$ cat src/vout_limit_pkg.sv
// Command codes, field layouts and reset values for the output target register group
`default_nettype none
package vout_limit_pkg;

   // ---------------------------------------------------------------
   // Command codes
   // ---------------------------------------------------------------
   localparam logic [7:0] CODE_TRIM    = 8'h23;
   localparam logic [7:0] CODE_CEILING = 8'h24;
   localparam logic [7:0] CODE_MHIGH   = 8'h25;
   localparam logic [7:0] CODE_MLOW    = 8'h26;
   localparam logic [7:0] CODE_MAKER   = 8'h27;
   localparam logic [7:0] CODE_PART    = 8'h28;
   localparam int         NUM_REGS     = 6;
   localparam int         IDX_W        = 3;

   // ---------------------------------------------------------------
   // Field layout
   // ---------------------------------------------------------------
   localparam int          DATA_W      = 16;
   localparam int          VID_W       = 9;
   localparam int          TRIM_W      = 8;
   localparam int          TRIM_SIGN   = 7;
   localparam logic [15:0] MASK_VID    = 16'h01FF;
   localparam logic [15:0] MASK_BYTE   = 16'h00FF;

   // Field mask per register, in code order
   localparam logic [15:0] REG_MASK [NUM_REGS] = '{
      MASK_BYTE, MASK_VID, MASK_VID, MASK_VID, MASK_BYTE, MASK_BYTE};

   // Reset values (plain defaults; identity bytes are arbitrary)
   localparam logic [15:0] RST_TRIM    = 16'h0000;
   localparam logic [15:0] RST_CEILING = 16'h01FF;
   localparam logic [15:0] RST_MHIGH   = 16'h0000;
   localparam logic [15:0] RST_MLOW    = 16'h0000;
   localparam logic [15:0] RST_MAKER   = 16'h005A;
   localparam logic [15:0] RST_PART    = 16'h00A5;
   localparam logic [15:0] REG_RESET [NUM_REGS] = '{
      RST_TRIM, RST_CEILING, RST_MHIGH, RST_MLOW, RST_MAKER, RST_PART};

   // ---------------------------------------------------------------
   // Margin selection from the operation register
   // ---------------------------------------------------------------
   localparam logic [1:0] MARGIN_OFF  = 2'h0;
   localparam logic [1:0] MARGIN_HIGH = 2'h1;
   localparam logic [1:0] MARGIN_LOW  = 2'h2;

   // ---------------------------------------------------------------
   // Scaling
   // ---------------------------------------------------------------
   localparam int STEP_UV      = 6250;
   localparam int TRIP_ADD_MV  = 400;
   localparam int TRIP_STEPS   = (TRIP_ADD_MV * 1000) / STEP_UV;
   localparam int DUTY_W       = 8;

endpackage : vout_limit_pkg
`default_nettype wire

$ cat src/vout_clamp.sv
// Clamps a signed target between the floor and the ceiling
`timescale 1ns/1ps
`default_nettype none
module vout_clamp #(
   parameter int VW = 9
) (
   input  wire logic signed [VW+1:0] i_value,
   input  wire logic        [VW-1:0] i_floor,
   input  wire logic        [VW-1:0] i_ceil,
   output logic             [VW-1:0] o_value
);

   // Ceiling applied first, so the floor wins if the two cross
   always_comb begin
      logic signed [VW+1:0] v;
      v = i_value;
      if (v > $signed({2'b00, i_ceil})) begin
         v = $signed({2'b00, i_ceil});
      end
      if (v < $signed({2'b00, i_floor})) begin
         v = $signed({2'b00, i_floor});
      end
      o_value = v[VW-1:0];
   end

endmodule : vout_clamp
`default_nettype wire

$ cat src/duty_target_map.sv
// Maps a measured duty linearly onto the floor to ceiling range
`timescale 1ns/1ps
`default_nettype none
module duty_target_map #(
   parameter int VW = 9,
   parameter int DW = 8
) (
   input  wire logic [DW-1:0] i_duty,
   input  wire logic [VW-1:0] i_floor,
   input  wire logic [VW-1:0] i_ceil,
   output logic      [VW-1:0] o_target
);

   localparam logic [DW-1:0]    DUTY_FULL = {DW{1'b1}};
   localparam logic [VW+DW-1:0] DIVISOR   = {{VW{1'b0}}, DUTY_FULL};

   logic [VW-1:0]    span;
   logic [VW+DW-1:0] prod;
   logic [VW+DW-1:0] quot;

   // Zero duty gives the floor, full duty gives the ceiling
   always_comb begin
      span     = (i_ceil > i_floor) ? (i_ceil - i_floor) : '0;
      prod     = {{DW{1'b0}}, span} * {{VW{1'b0}}, i_duty};
      quot     = prod / DIVISOR;
      o_target = i_floor + quot[VW-1:0];
   end

endmodule : duty_target_map
`default_nettype wire

$ cat src/vout_limit_margin_regs.sv
// Output target register group: trim, ceiling, margins, user identity bytes
//
// Summary of operation
// Unused upper bits ignore writes and read back as zero.
// Trim byte is two's complement, bit 7 sign, 6.25 mV per step.
// In override mode the signed trim is added to the reference.
// Nine-bit ceiling, 6.25 mV steps; targets above it are clamped.
// Ceiling clamp applies in duty-cycle mode and override mode.
// Full duty on the duty input selects the ceiling as target.
// In override mode first overvoltage trip equals ceiling plus 400 mV.
// Margin high regulates to the nine-bit upper margin target.
// Margin low regulates to the nine-bit lower margin target.
// Eight-bit read/write user maker code register.
// Eight-bit read/write user part code register.
// Targets below floor are raised to it; zero duty selects floor.
// Override base target comes from the nine-bit command value.
// Override target is command plus trim, clamped floor to ceiling.
// Duty maps linearly between floor and ceiling in duty-cycle mode.
`timescale 1ns/1ps
`default_nettype none
module vout_limit_margin_regs #(
   parameter int VW = vout_limit_pkg::VID_W,
   parameter int DW = vout_limit_pkg::DUTY_W
) (
   input  wire logic          i_core_clk,
   input  wire logic          i_rst,
   input  wire logic          i_ce,
   input  wire logic [7:0]    i_cmd_code,
   input  wire logic          i_wr_en,
   input  wire logic [15:0]   i_wr_data,
   input  wire logic          i_rd_en,
   input  wire logic          i_override_mode,
   input  wire logic [1:0]    i_margin_sel,
   input  wire logic [VW-1:0] i_floor,
   input  wire logic [VW-1:0] i_command,
   input  wire logic [DW-1:0] i_duty,
   output logic      [15:0]   o_rd_data,
   output logic               o_rd_valid,
   output logic               o_cmd_unsup,
   output logic      [VW-1:0] o_target,
   output logic      [VW:0]   o_first_overvoltage_trip,
   output logic               o_trip_active
);

   // ---------------------------------------------------------------
   // Decoding
   // ---------------------------------------------------------------
   function automatic logic code_hit(input logic [7:0] code);
      code_hit = (code >= vout_limit_pkg::CODE_TRIM) &&
                 (code <= vout_limit_pkg::CODE_PART);
   endfunction : code_hit

   function automatic logic [vout_limit_pkg::IDX_W-1:0] code_idx(input logic [7:0] code);
      logic [7:0] d;
      d        = code - vout_limit_pkg::CODE_TRIM;
      code_idx = d[vout_limit_pkg::IDX_W-1:0];
   endfunction : code_idx

   localparam int IX_TRIM  = 0;
   localparam int IX_CEIL  = 1;
   localparam int IX_MHIGH = 2;
   localparam int IX_MLOW  = 3;

   // ---------------------------------------------------------------
   // Register storage
   // ---------------------------------------------------------------
   logic [15:0] regs_q [vout_limit_pkg::NUM_REGS];

   genvar g;
   generate
      for (g = 0; g < vout_limit_pkg::NUM_REGS; g++) begin : g_reg
         always_ff @(posedge i_core_clk or posedge i_rst) begin
            if (i_rst) begin
               regs_q[g] <= vout_limit_pkg::REG_RESET[g];
            end else if (i_ce && i_wr_en && code_hit(i_cmd_code) &&
                         (code_idx(i_cmd_code) == g)) begin
               regs_q[g] <= i_wr_data & vout_limit_pkg::REG_MASK[g];
            end
         end

      end
   endgenerate

   // ---------------------------------------------------------------
   // Read port
   // ---------------------------------------------------------------
   always_ff @(posedge i_core_clk or posedge i_rst) begin
      if (i_rst) begin
         o_rd_data   <= '0;
         o_rd_valid  <= 1'b0;
         o_cmd_unsup <= 1'b0;
      end else if (i_ce) begin
         o_rd_valid  <= i_rd_en;
         o_cmd_unsup <= (i_rd_en || i_wr_en) && !code_hit(i_cmd_code);
         if (i_rd_en && code_hit(i_cmd_code)) begin
            o_rd_data <= regs_q[code_idx(i_cmd_code)] &
                         vout_limit_pkg::REG_MASK[code_idx(i_cmd_code)];
         end else if (i_rd_en) begin
            o_rd_data <= '0;
         end
      end
   end

   // ---------------------------------------------------------------
   // Target selection
   // ---------------------------------------------------------------
   logic        [VW-1:0] ceil_v;
   logic        [VW-1:0] mhigh_v;
   logic        [VW-1:0] mlow_v;
   logic        [7:0]    trim_v;
   logic signed [VW+1:0] ovr_sum;
   logic        [VW-1:0] duty_tgt;
   logic signed [VW+1:0] raw_tgt;
   logic        [VW-1:0] clamp_tgt;

   assign ceil_v  = regs_q[IX_CEIL][VW-1:0];
   assign mhigh_v = regs_q[IX_MHIGH][VW-1:0];
   assign mlow_v  = regs_q[IX_MLOW][VW-1:0];
   assign trim_v  = regs_q[IX_TRIM][vout_limit_pkg::TRIM_W-1:0];

   // Sign-extended trim added to the command value
   assign ovr_sum = $signed({2'b00, i_command}) +
                    $signed({{(VW+2-vout_limit_pkg::TRIM_W){trim_v[vout_limit_pkg::TRIM_SIGN]}},
                             trim_v});

   duty_target_map #(
      .VW       (VW),
      .DW       (DW)
   ) u_duty_map (
      .i_duty   (i_duty),
      .i_floor  (i_floor),
      .i_ceil   (ceil_v),
      .o_target (duty_tgt)
   );

   always_comb begin
      case (i_margin_sel)
         vout_limit_pkg::MARGIN_HIGH: raw_tgt = $signed({2'b00, mhigh_v});
         vout_limit_pkg::MARGIN_LOW:  raw_tgt = $signed({2'b00, mlow_v});
         default: begin
            if (i_override_mode) begin
               raw_tgt = ovr_sum;
            end else begin
               raw_tgt = $signed({2'b00, duty_tgt});
            end
         end
      endcase
   end

   vout_clamp #(
      .VW      (VW)
   ) u_clamp (
      .i_value (raw_tgt),
      .i_floor (i_floor),
      .i_ceil  (ceil_v),
      .o_value (clamp_tgt)
   );

   // ---------------------------------------------------------------
   // Target and trip outputs
   // ---------------------------------------------------------------
   localparam logic [VW:0] TRIP_OFFSET = (VW+1)'(vout_limit_pkg::TRIP_STEPS);

   always_ff @(posedge i_core_clk or posedge i_rst) begin
      if (i_rst) begin
         o_target <= '0;
      end else if (i_ce) begin
         o_target <= clamp_tgt;
      end
   end

   always_ff @(posedge i_core_clk or posedge i_rst) begin
      if (i_rst) begin
         o_first_overvoltage_trip <= '0;
         o_trip_active            <= 1'b0;
      end else if (i_ce) begin
         o_first_overvoltage_trip <= {1'b0, ceil_v} + TRIP_OFFSET;
         o_trip_active            <= i_override_mode;
      end
   end

   // ---------------------------------------------------------------
   // Assertions
   // ---------------------------------------------------------------
   localparam logic [DW-1:0] DUTY_FULL = {DW{1'b1}};
   localparam int            DUTY_DIV  = int'(DUTY_FULL);

   logic [7:0] last_code_q;
   always_ff @(posedge i_core_clk or posedge i_rst) begin
      if (i_rst) begin
         last_code_q <= '0;
      end else if (i_ce) begin
         last_code_q <= i_cmd_code;
      end
   end
endmodule : vout_limit_margin_regs
`default_nettype wire

$ cat config.mk
export PLATFORM = sky130hd
export DESIGN_NAME = vout_limit_margin_regs
export DESIGN_NICKNAME = d
export VERILOG_FILES = /design/src/vout_limit_pkg.sv /design/src/vout_clamp.sv /design/src/duty_target_map.sv /design/src/vout_limit_margin_regs.sv
export SDC_FILE = /design/constraint.sdc
export NUM_CORES = 1
export LEC_CHECK = 0
export ABC_AREA = 0
export ABC_CLOCK_PERIOD_IN_PS = 51400
export BUFFER_PORTS_ARGS = -buffer_cell sky130_fd_sc_hd__buf_2
export CAP_MARGIN = 40
export CORE_UTILIZATION = 35
export DETAILED_ROUTE_END_ITERATION = 7
export HOLD_SLACK_MARGIN = 0.02
export REMOVE_ABC_BUFFERS = 1
export SLEW_MARGIN = 20
export SYNTH_ARGS = -nofsm -noshare
export SYNTH_HDL_FRONTEND = slang
export SYNTH_HIERARCHICAL = 1
export SYNTH_SLANG_ARGS = --single-unit
export TNS_END_PERCENT = 1
$ cat constraint.sdc
create_clock -name i_core_clk -period 51.4 [get_ports i_core_clk]
set_input_delay 10.28 -clock i_core_clk [delete_from_list [all_inputs] [get_ports i_core_clk]]
set_output_delay 10.28 -clock i_core_clk [all_outputs]
set_load 0.03 [all_outputs]
==> results.yml <==
detailed_routing:
  via_per_inst: 5.713
  wl_mm: 29.57
  vias: 9484
  drc: 8
  drt_iter0_markers: 707
  wl_per_cell_um: 17.81
  drtPass1Iterations: 7
  antenna_left: 0
pwr:
  leakagePower_nw: 5.876
  p_per_area_nw_per_um2: 17.41
  ir_worst_vdd_mv: 0.01757
finish:
  fin_nets: 1452
  mostFrequentLayoutCell: "inv_1"
  final_cell_mix: "inv_1 (126), ha_1 (92), mux2_2 (83)"
  fin_cells: 1660
  layout-drive-gt1-share_pct: 21.32
  fillers: 3071
  syn2layout_area_growth_pct: 8.336
logic_synthesis:
  ys_seq_area_share_pct: 18.74
  ys_types: 108
  syn_area_um2: 11060
  synth-seq-cells: 82
  synth_edf_count: 0
  postSynthCellCount: 1211
  syn_avg_cell_area_um2: 9.134
  synthArstFlopShare_pct: 100.0
  ys.flop_type: "dfrtp_1"
  yosysWarnings: 6
critical_path:
  critPathTopFamily: "compound AO/OA/AOI/OAI gates"
  start_kind: "primary input"
  slowest_delay_ns: 0.66
  crit_path_top_delay_cell: "o211ai_1"
  worstSetupPathType: "in2reg"
  crit_path_end_kind: "flop"
  crit_required_ns: 51.62
  crit_fanout: 59
  crit_top_cell: "a21oi_1"
  cp_data_arrival_time_ns: 30.14
  timing.critical_path.buf_inv: 5
floorplan:
  die_w_um: 179.8
  design.die.area_um2: 32320
  start_util_pct: 35.88
  fp.dieH_um: 179.8
  io_pins: 96
  rows: 64
  core_um2: 30830
grt:
  grtUsageTotal_pct: 18.16
  met2_usage_pct: 30.26
  grt-ovfl-total: 0
  grt_busiest_layer: "met2"
  first_global_vias: 9122
  grt_pass1_wl_mm: 48.12
  grt_max_degree: 60
  use_met1_pct: 25.55
  antenna_found_initial: 3
  met3_usage_pct: 2.492
place:
  numPortBuffers: 81
  place_hpwl_mm: 23.34
  routabilityCongestion: 0.8078
  dp_cells: 1642
timing:
  period_minus_slack_ns: 29.92
  fmax_mhz: 33.42
  maxSlewViolCount: 0
  hold_violations: 0
  setup_viol: 0
  finalSetupTns_ns: 0
  slew-limit-headroom_pct: 41.83
  skew_ns: 0.01116
  period_share_pct: 58.21
  grt_setup_unrepaired: "no"
  tightest_slew_ns: 0.8505
clock_network:
  numClockSinks: 82
  numCtsBuffers: 9
  clock_latency_ns: 0.34
  post_cts_buffers: 0
  cts_max_path_buffers: 2
  clk_pin_slew_worst_paths_ns: 0.06
  cts_tree: "built"
  cts_hold_buf: 0
  ctsResizeCount: 0
  root_buffer: "clkbuf_16"
  h-tree-depth: 3
min_path:
  min_path_type: "reg2reg"
run_status:
  violations: "DRC"
  outcome: "finished with violations"
job:
  cap_violations: 0
==> cells in the mapped netlist (all sizes together) (6+ instances only) <==
cell type	count	area, µm²
a211o	9	78.83
a211oi	13	125.1
a21o	17	127.6
a21oi	60	311.5
a221oi	11	96.34
a22o	10	87.58
a311oi	6	70.07
a31o	7	61.31
a31oi	11	68.82
a41oi	6	71.32
and2	26	170.2
and3	68	437.9
buf	35	265.3
clkbuf	21	81.33
dfrtp	65	1627
dfstp	17	446.7
fa	45	900.9
ha	92	1151
inv	127	476.7
mux2	92	1070
mux2i	32	336.6
mux4	8	180.2
nand2	67	251.5
nand2b	8	50.05
nand3	29	157.7
nand4	12	75.07
nand4b	7	61.31
nor2	50	204.0
nor2b	8	50.05
nor3	24	125.1
nor4	10	68.81
o2111ai	6	52.55
o211ai	14	105.1
o21a	11	83.83
o21ai	33	168.9
o21bai	9	67.56
o22ai	12	81.33
o31ai	6	50.05
or2	9	56.30
or3	7	48.80
xnor2	28	245.2
xor2	13	113.9
==> metal layers <==
layer  routed length, µm  part of all wire, %
met1               14250                   48
met2               13840                   47
met4                 171                 0.58
met5                  23                0.078
met3                1287                  4.4
==> cell type report <==
cell class / instances / area [µm²] / share of cell area [%]
antenna: 2 / 5.005 / 0.04176
clock buffer: 10 / 229.0 / 1.911
sequential: 82 / 2073 / 17.30
inverter: 127 / 478.0 / 3.988
timing repair buffer: 85 / 445.4 / 3.717
clock inverter: 6 / 66.31 / 0.5534
multi-input combinational: 952 / 8192 / 68.35
tap: 396 / 495.5 / 4.134
==> worst register-to-register path: cells and delay by family (launching register included) <==
family                     cells  cell delay, ns
AOI/OAI and AO/OA             35            9.44
muxes                          7            2.46
buffers and inverters          3            0.39
xor gates and xnor gates       1            0.25
adders and majority gates     12            4.47
DFF                            1            0.63
and+or+nand+nor               11            2.53
==> state kept, by name, indices dropped and copies added (netlist names) <==
name                      cells
regs_q                       24
mhigh_v                       9
ceil_v                        9
mlow_v                        9
o_rd_data                     9
o_target                      9
o_trip_active                 1
o_cmd_unsup                   1
o_first_overvoltage_trip     10
o_rd_valid                    1
==> stage by stage <==
step / cell area (µm²) / hold WS (ns) / util [%] / worst slack [ns] / total power, W
2_1_floorplan: 10740 / 0.4753 / - / 23.63 / 0.0001233
3_3_place_gp: 11660 / 0.4589 / 37.82 / 21.60 / 0.0001437
3_5_place_dp: 11680 / 0.4588 / 37.90 / 21.36 / 0.0001449
4_1_cts: 11980 / 0.4738 / 38.86 / 21.61 / 0.0002093
5_1_grt: 11980 / 0.5262 / 38.86 / 20.20 / 0.0002208
6_report: 11980 / 0.4714 / 38.87 / 21.48 / 0.0002086
==> power by group <==
group,internal (W),switching (W),total (W)
Sequential,0.0000676,0.00000213,0.0000697
Combinational,0.0000282,0.0000466,0.0000748
Clock,0.0000379,0.0000262,0.0000641
Total,0.000134,0.0000750,0.000209
==> worst paths after layout <==
path | slack (ns) | from | end | depth (start not counted)
worst max-delay path | 21.48 | i_floor[1] | o_target[8]$_DFFE_PP0P_ | 71
worst min-delay path | 0.47 | o_rd_data[8]$_DFFE_PP0P_ | o_rd_data[8]$_DFFE_PP0P_ | 2
worst max register to register | 31.16 | ceil_v[1]$_DFFE_PP1P_ | o_target[8]$_DFFE_PP0P_ | 69
worst min register to register | 0.47 | o_rd_data[8]$_DFFE_PP0P_ | o_rd_data[8]$_DFFE_PP0P_ | 2
max in group asynchronous | 40.65 | i_rst | ceil_v[3]$_DFFE_PP1P_ | 4
min in group asynchronous | 10.07 | i_rst | o_cmd_unsup$_DFFE_PP0P_ | 3
==> cells by family (layout without fill, tap and decap cells) <==
| group | after synthesis | count (layout) | synth area share, % |
|---|---|---|---|
| other | 1 | 9 | 0.03390 |
| adders and majority gates | 142 | 142 | 19.00 |
| AOI/OAI and AO/OA | 280 | 280 | 19.14 |
| muxes | 132 | 132 | 14.34 |
| buffers and inverters | 183 | 228 | 7.443 |
| xor gates and xnor gates | 41 | 41 | 3.246 |
| and+or+nand+nor | 350 | 350 | 18.05 |
| DFF | 82 | 82 | 18.74 |
(Power assumes the default switching activity.)
